$ cat src/hdl/csd_regs.vh
// Constants for the external chip-select decoder: register indexes,
// field positions, reset values and timing counts.
// Assumes it is included by bare name from every design file that needs it.
`ifndef CSD_REGS_VH
`define CSD_REGS_VH

// Register indexes; the AXI byte address is four times the index
`define CSD_IDX_LOWER     32'hfffff060
`define CSD_IDX_UPPER     32'hfffff062
`define CSD_IDX_TIMING    32'hfffff064
`define CSD_IDX_STATUS    32'hfffff066

// Reset values
`define CSD_MAP_RESET     16'h2c11
`define CSD_TIMING_RESET  32'h00000000

// Field positions inside the lower-area map
`define CSD_F_SEL0        0
`define CSD_F_SEL1        4
`define CSD_F_SEL2        8
`define CSD_F_SEL3        12
// Field positions inside the upper-area map
`define CSD_F_SEL7        0
`define CSD_F_SEL6        4
`define CSD_F_SEL5        8
`define CSD_F_SEL4        12

// Timing register: 3-bit wait count per select space, mode bit per space
`define CSD_WAIT_W        3
`define CSD_F_MODE        24

// Address map figures
`define CSD_FETCH_LIMIT   28'h4000000
`define CSD_TOP_8MB       5'h1f
`define CSD_MID_SPLIT     28'h8000000

// Pin input synchroniser depth; reads add one strobe cycle more than this
`define CSD_SYNC_LAT      3

// Bus responses
`define CSD_RESP_OKAY     2'b00
`define CSD_RESP_SLVERR   2'b10

`endif

$ cat src/hdl/csd_sync.v
// Three-stage synchroniser for pin inputs of any width.
// Assumes the input is asynchronous to ref_clk; the output follows once
// the second and third stages agree.
module csd_sync #(
   parameter W = 16
) (
   input  wire         ref_clk,
   input  wire         resetn,
   input  wire         ce,
   input  wire [W-1:0] pin_in,
   output reg  [W-1:0] sync_out
);
   reg [W-1:0] s1_reg;
   reg [W-1:0] s2_reg;
   reg [W-1:0] s3_reg;

   // Stage chain; first stage only feeds the second
   always @(posedge ref_clk) begin
      if (!resetn) begin
         s1_reg   <= {W{1'b0}};
         s2_reg   <= {W{1'b0}};
         s3_reg   <= {W{1'b0}};
         sync_out <= {W{1'b0}};
      end else if (ce) begin
         s1_reg <= pin_in;
         s2_reg <= s1_reg;
         s3_reg <= s2_reg;
         if (s2_reg == s3_reg)
            sync_out <= s3_reg; // Change accepted once stable
      end
   end
endmodule // csd_sync

$ cat src/hdl/csd_cs_decode.v
// Combinational chip-select decoder for the whole 256 MB; mapped 2 MB blocks in the lowest and highest 8 MB.
// Assumes addr is a 28-bit byte address and both maps are stable.
`include "csd_regs.vh"
module csd_cs_decode (
   input  wire [27:0] addr,
   input  wire [15:0] lower_map,
   input  wire [15:0] upper_map,
   output reg  [7:0]  cs_n
);
   wire [3:0] lo_sel0;
   wire [3:0] lo_sel2;
   wire [3:0] up_sel7;
   wire [3:0] up_sel5;
   wire [1:0] blk;
   wire [1:0] up_idx;

   // Per-block enables; upper bit m serves block 7-m
   genvar m;
   generate
      for (m = 0; m < 4; m = m + 1) begin : g_blk
         assign lo_sel0[m] = lower_map[`CSD_F_SEL0 + m];
         assign lo_sel2[m] = lower_map[`CSD_F_SEL2 + m];
         assign up_sel5[m] = upper_map[`CSD_F_SEL5 + m];
         assign up_sel7[m] = upper_map[`CSD_F_SEL7 + m];
      end
   endgenerate

   assign blk    = addr[22:21];              // 2 MB block inside an 8 MB area
   assign up_idx = ~addr[22:21];             // Block 4 uses bit 3, block 7 bit 0

   // Fixed priority, defaults when no enable is set; selects 1,3,4,6 bits unused
   always @* begin
      cs_n = 8'hff;
      if (addr[27:23] == 5'h00) begin
         if (lo_sel0[blk])
            cs_n[0] = 1'b0;
         else if (lo_sel2[blk])
            cs_n[2] = 1'b0;
         else
            cs_n[1] = 1'b0;
      end else if (addr[27:23] == `CSD_TOP_8MB) begin
         if (up_sel7[up_idx])
            cs_n[7] = 1'b0;
         else if (up_sel5[up_idx])
            cs_n[5] = 1'b0;
         else
            cs_n[6] = 1'b0;
      end else if (addr < `CSD_MID_SPLIT) begin
         cs_n[3] = 1'b0;                     // Middle area from 8 MB up to 128 MB
      end else begin
         cs_n[4] = 1'b0;
      end
   end
endmodule // csd_cs_decode

$ cat src/hdl/csd_bus_ctrl.v
// External bus chip-select decoder and pin control.
// Assumes an AXI4-Lite master for the registers, a CPU that holds its
// request until cpu_done, and external devices on the pins.
// Assumes cpu_target is classed upstream and both maps are written once
// after reset; a map change during an external access is not guarded.
// External reads wait for the pin word to cross the synchroniser.
//
// Contract
// internal memory access: data floats, controls idle
// peripheral access: address out, controls idle
// peripheral access drives data on write only
// 256 MB split into 2 MB and 64 MB
// wait and cycle mode per memory block
// instruction fetch only below 64 MB
// lowest and highest 8 MB in 2 MB blocks
// 16-bit read/write maps, bit 1 enables
// priority 0>2>1 lower, 7>5>6 upper
// no select 0/2 bit gives select 1
// no select 5/7 bit gives select 6
// lower bits 0-3: select 0, blocks 0-3
// select-2 bits map to blocks 0-3
// select-5 bits map to blocks 7-4
// select-7 bits map to blocks 7-4
// software sets both maps once after reset
// unused select bits stored, no effect
// map 0703H: select 0 blocks 0-1, select 1 block 3
//
// The AXI4-Lite interface to the registers was decided locally.
`include "csd_regs.vh"
module csd_bus_ctrl #(
   parameter AW = 12
) (
   input  wire          ref_clk,
   input  wire          resetn,
   input  wire          ce,
   // AXI4-Lite register slave
   input  wire [AW-1:0] s_axi_awaddr,
   input  wire          s_axi_awvalid,
   output wire          s_axi_awready,
   input  wire [31:0]   s_axi_wdata,
   input  wire [3:0]    s_axi_wstrb,
   input  wire          s_axi_wvalid,
   output wire          s_axi_wready,
   output reg  [1:0]    s_axi_bresp,
   output reg           s_axi_bvalid,
   input  wire          s_axi_bready,
   input  wire [AW-1:0] s_axi_araddr,
   input  wire          s_axi_arvalid,
   output wire          s_axi_arready,
   output reg  [31:0]   s_axi_rdata,
   output reg  [1:0]    s_axi_rresp,
   output reg           s_axi_rvalid,
   input  wire          s_axi_rready,
   // CPU access port
   input  wire          cpu_valid,
   input  wire [27:0]   cpu_addr,
   input  wire          cpu_write,
   input  wire          cpu_fetch,
   input  wire [1:0]    cpu_target,
   input  wire [15:0]   cpu_wdata,
   output reg  [15:0]   cpu_rdata,
   output reg           cpu_done,
   output reg           cpu_fault,
   // External pins
   output reg  [25:0]   ext_addr,
   output reg  [15:0]   ext_data_out,
   output reg           ext_data_oe_n,
   input  wire [15:0]   ext_data_in,
   output reg  [7:0]    ext_cs_n,
   output reg           ext_rd_n,
   output reg           ext_wr_n,
   output reg           ext_cycle_mode
);
   // CPU target classes
   localparam [1:0] TGT_EXT  = 2'd0;
   localparam [1:0] TGT_IMEM = 2'd1;
   localparam [1:0] TGT_PERI = 2'd2;
   // Access states
   localparam [0:0] ST_IDLE = 1'b0;
   localparam [0:0] ST_EXT  = 1'b1;
   // Byte addresses of the registers
   localparam [33:0] BA_LOWER  = {`CSD_IDX_LOWER, 2'b00};
   localparam [33:0] BA_UPPER  = {`CSD_IDX_UPPER, 2'b00};
   localparam [33:0] BA_TIMING = {`CSD_IDX_TIMING, 2'b00};
   localparam [33:0] BA_STATUS = {`CSD_IDX_STATUS, 2'b00};
   // Read wait covers the three sync stages and the synchroniser's output flop
   localparam [31:0] SYNC_DLY = `CSD_SYNC_LAT + 1;
   localparam [`CSD_WAIT_W:0] SYNC_CNT = SYNC_DLY[`CSD_WAIT_W:0];

   reg  [15:0]   lower_area_chip_select_map_reg;
   reg  [15:0]   upper_area_chip_select_map_reg;
   reg  [31:0]   block_timing_reg;
   reg  [AW-1:0] aw_addr_reg;
   reg           aw_full_reg;
   reg  [31:0]   w_data_reg;
   reg  [3:0]    w_strb_reg;
   reg           w_full_reg;
   reg  [0:0]    state_reg;
   reg  [`CSD_WAIT_W:0] cnt_reg;
   reg           last_fault_reg;
   wire [7:0]    dec_cs_n;
   wire [15:0]   data_in_sync;
   reg  [2:0]    space;
   reg  [31:0]   rd_word;
   reg           rd_hit;
   wire          fetch_bad;
   wire          aw_take;
   wire          w_take;
   wire          ar_take;
   wire          wr_fire;
   wire          wr_lower;
   wire          wr_upper;
   wire          wr_timing;
   wire          wr_status;
   wire          rd_lower;
   wire          rd_upper;
   wire          rd_timing;
   wire          rd_status;
   wire          cpu_take;
   wire [31:0]   status_word;
   wire [`CSD_WAIT_W:0] ext_load;

   // Pin data through the synchroniser
   csd_sync #(
      .W (16)
   ) u_sync (
      .ref_clk  (ref_clk),
      .resetn   (resetn),
      .ce       (ce),
      .pin_in   (ext_data_in),
      .sync_out (data_in_sync)
   );

   // Chip-select decode of the current CPU address
   csd_cs_decode u_dec (
      .addr      (cpu_addr),
      .lower_map (lower_area_chip_select_map_reg),
      .upper_map (upper_area_chip_select_map_reg),
      .cs_n      (dec_cs_n)
   );

   // Write channels accepted independently, held until the write lands
   assign s_axi_awready = !aw_full_reg && !s_axi_bvalid;
   assign s_axi_wready  = !w_full_reg && !s_axi_bvalid;
   assign s_axi_arready = !s_axi_rvalid;

   // Handshakes and register hits of the held write and the offered read
   assign aw_take   = s_axi_awvalid && s_axi_awready;
   assign w_take    = s_axi_wvalid && s_axi_wready;
   assign ar_take   = s_axi_arvalid && s_axi_arready;
   assign wr_fire   = aw_full_reg && w_full_reg;
   assign wr_lower  = (aw_addr_reg == BA_LOWER[AW-1:0]);
   assign wr_upper  = (aw_addr_reg == BA_UPPER[AW-1:0]);
   assign wr_timing = (aw_addr_reg == BA_TIMING[AW-1:0]);
   assign wr_status = (aw_addr_reg == BA_STATUS[AW-1:0]);
   assign rd_lower  = (s_axi_araddr == BA_LOWER[AW-1:0]);
   assign rd_upper  = (s_axi_araddr == BA_UPPER[AW-1:0]);
   assign rd_timing = (s_axi_araddr == BA_TIMING[AW-1:0]);
   assign rd_status = (s_axi_araddr == BA_STATUS[AW-1:0]);

   // Status word: driven selects, last fault, busy
   assign status_word = {16'h0000, ext_cs_n, 6'h00, last_fault_reg, state_reg};

   // Read mux over the register map
   always @* begin
      rd_word = 32'h00000000;
      rd_hit  = 1'b1;
      if (rd_lower)
         rd_word = {16'h0000, lower_area_chip_select_map_reg};
      else if (rd_upper)
         rd_word = {16'h0000, upper_area_chip_select_map_reg};
      else if (rd_timing)
         rd_word = block_timing_reg;
      else if (rd_status)
         rd_word = status_word;
      else
         rd_hit = 1'b0;
   end

   // Register slave: write and read channels
   always @(posedge ref_clk) begin
      if (!resetn) begin
         lower_area_chip_select_map_reg <= `CSD_MAP_RESET;
         upper_area_chip_select_map_reg <= `CSD_MAP_RESET;
         block_timing_reg <= `CSD_TIMING_RESET;
         aw_addr_reg  <= {AW{1'b0}};
         aw_full_reg  <= 1'b0;
         w_data_reg   <= 32'h00000000;
         w_strb_reg   <= 4'h0;
         w_full_reg   <= 1'b0;
         s_axi_bvalid <= 1'b0;
         s_axi_bresp  <= `CSD_RESP_OKAY;
         s_axi_rvalid <= 1'b0;
         s_axi_rresp  <= `CSD_RESP_OKAY;
         s_axi_rdata  <= 32'h00000000;
      end else if (ce) begin
         if (aw_take) begin
            aw_addr_reg <= s_axi_awaddr;
            aw_full_reg <= 1'b1;
         end
         if (w_take) begin
            w_data_reg <= s_axi_wdata;
            w_strb_reg <= s_axi_wstrb;
            w_full_reg <= 1'b1;
         end
         if (wr_fire) begin
            aw_full_reg  <= 1'b0;
            w_full_reg   <= 1'b0;
            s_axi_bvalid <= 1'b1;
            s_axi_bresp  <= `CSD_RESP_OKAY;
            // All 16 map bits stored, unused ones included
            if (wr_lower) begin
               if (w_strb_reg[0])
                  lower_area_chip_select_map_reg[7:0] <= w_data_reg[7:0];
               if (w_strb_reg[1])
                  lower_area_chip_select_map_reg[15:8] <= w_data_reg[15:8];
            end else if (wr_upper) begin
               if (w_strb_reg[0])
                  upper_area_chip_select_map_reg[7:0] <= w_data_reg[7:0];
               if (w_strb_reg[1])
                  upper_area_chip_select_map_reg[15:8] <= w_data_reg[15:8];
            end else if (wr_timing) begin
               if (w_strb_reg[0])
                  block_timing_reg[7:0] <= w_data_reg[7:0];
               if (w_strb_reg[1])
                  block_timing_reg[15:8] <= w_data_reg[15:8];
               if (w_strb_reg[2])
                  block_timing_reg[23:16] <= w_data_reg[23:16];
               if (w_strb_reg[3])
                  block_timing_reg[31:24] <= w_data_reg[31:24];
            end else if (!wr_status) begin
               s_axi_bresp <= `CSD_RESP_SLVERR; // Unmapped
            end
         end else if (s_axi_bvalid && s_axi_bready) begin
            s_axi_bvalid <= 1'b0;
         end
         if (ar_take) begin
            s_axi_rvalid <= 1'b1;
            s_axi_rdata  <= rd_word;
            s_axi_rresp  <= rd_hit ? `CSD_RESP_OKAY : `CSD_RESP_SLVERR;
         end else if (s_axi_rvalid && s_axi_rready) begin
            s_axi_rvalid <= 1'b0;
         end
      end
   end

   // Select space number of the decoded chip select
   always @* begin
      case (dec_cs_n)
         8'hfe:   space = 3'd0;
         8'hfd:   space = 3'd1;
         8'hfb:   space = 3'd2;
         8'hf7:   space = 3'd3;
         8'hef:   space = 3'd4;
         8'hdf:   space = 3'd5;
         8'hbf:   space = 3'd6;
         default: space = 3'd7;
      endcase
   end

   // Program area is the lowest 64 MB only
   assign fetch_bad = cpu_fetch && (cpu_addr >= `CSD_FETCH_LIMIT);

   // A request still high in its done cycle is not taken twice
   assign cpu_take = cpu_valid && !cpu_done;

   // Wait count of an external access; reads add the synchroniser delay
   assign ext_load = {1'b0, block_timing_reg[space * `CSD_WAIT_W +: `CSD_WAIT_W]}
                     + (cpu_write ? {(`CSD_WAIT_W + 1){1'b0}} : SYNC_CNT);

   // CPU access sequencer and pin drivers
   always @(posedge ref_clk) begin
      if (!resetn) begin
         state_reg      <= ST_IDLE;
         cnt_reg        <= {(`CSD_WAIT_W + 1){1'b0}};
         last_fault_reg <= 1'b0;
         cpu_rdata      <= 16'h0000;
         cpu_done       <= 1'b0;
         cpu_fault      <= 1'b0;
         ext_addr       <= 26'h0000000;
         ext_data_out   <= 16'h0000;
         ext_data_oe_n  <= 1'b1;
         ext_cs_n       <= 8'hff;
         ext_rd_n       <= 1'b1;
         ext_wr_n       <= 1'b1;
         ext_cycle_mode <= 1'b0;
      end else if (ce) begin
         cpu_done  <= 1'b0;
         cpu_fault <= 1'b0;
         case (state_reg)
            ST_IDLE: begin
               // Idle pins: data floats, every control inactive
               ext_data_oe_n <= 1'b1;
               ext_cs_n      <= 8'hff;
               ext_rd_n      <= 1'b1;
               ext_wr_n      <= 1'b1;
               if (cpu_take) begin
                  last_fault_reg <= fetch_bad;
                  if (fetch_bad) begin
                     cpu_fault <= 1'b1;         // Refused fetch
                     cpu_done  <= 1'b1;
                  end else if (cpu_target == TGT_IMEM) begin
                     cpu_done <= 1'b1;          // Address left as is, data floats
                  end else if (cpu_target == TGT_PERI) begin
                     ext_addr      <= cpu_addr[25:0];
                     ext_data_out  <= cpu_wdata;
                     ext_data_oe_n <= !cpu_write;
                     cpu_done      <= 1'b1;
                  end else if (cpu_target == TGT_EXT) begin
                     ext_addr       <= cpu_addr[25:0];
                     ext_data_out   <= cpu_wdata;
                     ext_data_oe_n  <= !cpu_write;
                     ext_cs_n       <= dec_cs_n;
                     ext_rd_n       <= cpu_write;
                     ext_wr_n       <= !cpu_write;
                     // Per-space wait and cycle mode
                     ext_cycle_mode <= block_timing_reg[`CSD_F_MODE + space];
                     cnt_reg <= ext_load;
                     state_reg <= ST_EXT;
                  end else begin
                     cpu_done <= 1'b1;          // Unused class ends at once
                  end
               end
            end
            ST_EXT: begin
               // Strobes stand until the count runs out, then the settled word is taken
               if (cnt_reg == {(`CSD_WAIT_W + 1){1'b0}}) begin
                  cpu_rdata     <= data_in_sync;
                  cpu_done      <= 1'b1;
                  ext_data_oe_n <= 1'b1;
                  ext_cs_n      <= 8'hff;
                  ext_rd_n      <= 1'b1;
                  ext_wr_n      <= 1'b1;
                  state_reg     <= ST_IDLE;
               end else begin
                  cnt_reg <= cnt_reg - 1'b1;   // Wait states
               end
            end
            // Unused state code falls back to idle
            default: state_reg <= ST_IDLE;
         endcase
      end
   end
endmodule // csd_bus_ctrl

$ cat config.mk
export PLATFORM = sky130hd
export DESIGN_NAME = csd_bus_ctrl
export DESIGN_NICKNAME = d
export VERILOG_FILES = /design/src/hdl/csd_sync.v /design/src/hdl/csd_cs_decode.v /design/src/hdl/csd_bus_ctrl.v
export VERILOG_INCLUDE_DIRS = /design/src /design/src/hdl
export SDC_FILE = /design/constraint.sdc
export NUM_CORES = 1
export LEC_CHECK = 0
export BUFFER_PORTS_ARGS = -buffer_cell sky130_fd_sc_hd__buf_2
export CORE_ASPECT_RATIO = 2
export CORE_UTILIZATION = 49
export CTS_CLUSTER_DIAMETER = 150
export DETAILED_ROUTE_END_ITERATION = 8
export PLACE_DENSITY = 0.76
export SETUP_SLACK_MARGIN = 0.15
export SLEW_MARGIN = 25
export SYNTH_ARGS = -nofsm -noshare
export SYNTH_HDL_FRONTEND = slang
export SYNTH_SLANG_ARGS = --single-unit
$ cat constraint.sdc
create_clock -name ref_clk -period 2.7 [get_ports ref_clk]
set_input_delay 0.135 -clock ref_clk [delete_from_list [all_inputs] [get_ports ref_clk]]
set_output_delay 0.135 -clock ref_clk [all_outputs]
set_load 0.01 [all_outputs]
==> out/qor.yml <==
run_status:
  status: "complete, but fails checks"
  violations: "setup timing"
synth:
  synth_commonest_cells: "dfxtp_1, nand2_1, a21oi_1"
  synth.avg_cell_area_sq_um: 8.661
  synth-seq-area-share_pct: 51.02
  synth_cell_types: 56
  yosysTopAreaCellShare_pct: 51.02
  ys.flop_type: "dfxtp_1"
  synth_cells: 1323
  yosys-top-cells-area: "dfxtp_1, mux2i_1, nand2_1"
  yosys.area.top_type: "dfxtp_1"
  syn_area_sq_um: 11460
  yosys_warnings: 0
  async_flop_share_pct: 0
  synth-edff-count: 0
  synth-seq-cells: 292
sta:
  rsz0062_at_grt: "true"
  slew_violations: 0
  setup_violations: 2
  fin_crit_ns: 2.930
  worst_pin_slew_ns: 0.7030
  fmax_ghz: 0.3412
  fin_ws_ns: -0.2305
  hold_viol: 0
  fin_worst_skew_ns: 0.02692
  finalCritPeriodShare_pct: 108.5
  slew-limit-headroom_pct: 53.00
pwr:
  p_seq_share_pct: 50.8
  ir_drop_mv: 0.5667
  combinationalPowerShare_pct: 8.7
  p_per_area_nw_per_um2: 586.5
  p_leak_nw: 6.389
  p_switching_mw: 2.061
  p_int_mw: 6.750
  p_sw_share_pct: 23.39
  pwr-share-clk_pct: 40.5
global_routing:
  grt_remaining_overflow: 0
  grt_max_degree: 87
  grt_pass1_vias: 10510
  grt_antenna_before_repair: 1
  grt_pass1_wl_microns: 53020
  grt.total_usage_pct: 28.79
min_path:
  min_path_type: "primary input to flip-flop"
  min_from: "cpu_addr[22]"
clocking:
  clock_path_buffers: 3
  clkSinkCount: 292
  path_clk_slew_ns: 0.07
  cts_buffers: 25
  cts_tree: "built"
  insertion_delay_ns: 0.55
  htreeDepth: 1
  clockRootBuffer: "clkbuf_16"
final_layout:
  fin_cells: 1961
  fill_cells: 1845
  drive_gt1_share_pct: 21.77
  syn_to_final_growth_pct: 31.11
  fin_area_sq_um: 15020
  diodes: 0
  fin_nets: 1803
route:
  routedWlPerCell_microns: 17.93
  dr.pass1.iters: 5
  ant_nets: 0
  wirelength_microns: 35160
  first_iter_violations: 637
  drc: 0
  viasPerCell: 5.486
  dr_total_vias: 10760
place:
  place_inst: 1808
  hpwl_microns: 23470
  gp_congestion: 0.9186
  portBuffers: 243
  placed_area_sq_um: 13100
critical_path:
  crit_arrival_ns: 3.39
  cp-start-kind: "flip-flop"
  cp.required_ns: 3.16
  cp-startpoint: "lower_area_chip_select_map_reg[11]"
  endpoint_kind: "flip-flop"
  cp_max_fo: 5
  r2r-start: "lower_area_chip_select_map_reg[11]"
  path_class: "flip-flop to flip-flop"
floorplanning:
  dieArea_sq_um: 24040
  core_area_sq_um: 22840
  die_h_microns: 218.3
  ioPinCount: 246
  num_rows: 78
  start_util_pct: 50.18
  die_width_microns: 110.1
run:
  drv_cap: 0
## power by group through the flow
| stage | Sequential (mW) | Combinational (mW) | Clock (mW) |
|---|---|---|---|
| floorplan | 4.54 | 0.390 | 0 |
| CTS | 4.47 | 0.751 | 3.61 |
| finish | 4.47 | 0.769 | 3.57 |
| detailed placement | 4.57 | 0.627 | 0 |
| global placement | 4.56 | 0.616 | 0 |
| global route | 4.48 | 0.835 | 3.79 |
## path summary, 6_finish.rpt
| check | to | slack, ns | cells after the start |
|---|---|---|---|
| max | cnt_reg[3] | -0.23 | 11 |
| min | ext_addr[22] | 0.03 | 4 |
| max reg2reg | cnt_reg[3] | -0.23 | 11 |
| min reg2reg | s_axi_rdata[11] | 0.45 | 2 |
## routing by layer
layer  wire length (microns)  vias to the layer above  share of wire, %  track usage, %
li1                        -                     5156                 -               -
met1                   11840                     4991                34           27.22
met2                   18340                      447                52           52.54
met3                    2041                      165               5.8           5.279
met4                    2940                        0               8.4           22.68
met5                       0                        -                 0               0
## metrics by stage
step / TNS, ns / hold WS, ns / util (%) / power, mW / setup slack [ns]
6_report: -0.3955 / 0.02585 / 65.78 / 8.811 / -0.2305
5_1_grt: -0.5873 / 0.03583 / 65.78 / 9.104 / -0.3507
4_1_cts: -0.3445 / 0.006662 / 65.59 / 8.836 / -0.1972
3_5_place_dp: -0.5273 / 0.3759 / 57.35 / 5.196 / -0.2780
3_3_place_gp: -0.4642 / 0.3690 / 57.35 / 5.180 / -0.2542
2_1_floorplan: -0.4371 / 0.2591 / - / 4.934 / -0.2304
## critical path, stage by stage (launching register included)
cell and delay (ns):
dfxtp_2 0.32, mux4_2 0.50, or4_4 0.50, and4_4 0.23, mux2i_1 0.13, mux4_2 0.49
inv_2 0.08, ha_4 0.11, nor2b_4 0.12, a21oi_2 0.03, or2_0 0.20, a21oi_1 0.13
## timing repair
item | in CTS | in global routing
hold buffers | 107 | 0
gates resized for setup | 0 | 9
endpoints found under the setup margin | 3 | 5
pin swaps | 1 | 4
setup buffers | 1 | 1
endpoints found under the hold margin | 109 | 0
cloned | 0 | 0
## logic make-up after synthesis
family                   Yosys count  share of synthesized area [%]
AND/OR/NAND/NOR                  534                          19.53
XOR/XNOR                          16                          1.223
flip-flops                       292                          51.02
adder cells (fa/ha/maj)            6                         0.6551
buffers and inverters            106                          3.734
AO/OA/AOI/OAI                    241                          11.95
other                              1                        0.03273
multiplexers                     127                          11.86
## final cells by class
| type | instances | area [sq um] | area share [%] |
|---|---|---|---|
| repair buffers | 407 | 2746 | 18.28 |
| inverters | 12 | 50.05 | 0.3331 |
| flip-flops and latches | 292 | 5847 | 38.92 |
| clock inverters | 7 | 63.81 | 0.4248 |
| clock buffers | 37 | 740.7 | 4.930 |
| well taps | 280 | 350.3 | 2.332 |
| multi-input cells | 926 | 5225 | 34.78 |
## cells in the final DEF (no fill, tap or decap), types with 3 or more instances in the layout
master,n
nand4_1,5
mux2i_1,111
a221oi_1,3
mux2_2,8
nor3_1,14
nor2_1,139
a31oi_1,6
a22oi_1,27
a211oi_1,4
buf_2,242
clkbuf_1,5
o21ai_0,3
clkbuf_16,25
clkinv_2,5
nand2_1,292
a21oi_1,169
dfxtp_1,291
dlygate4sd3_1,107
clkbuf_8,7
buf_4,55
ha_1,5
xnor2_1,12
mux4_2,6
nand3_1,42
xor2_1,4
o22ai_1,10
inv_1,9
o21ai_1,6
and3_1,6
nor2b_1,9
nor4_1,4
Note: power is estimated with default switching activity, not from simulation.
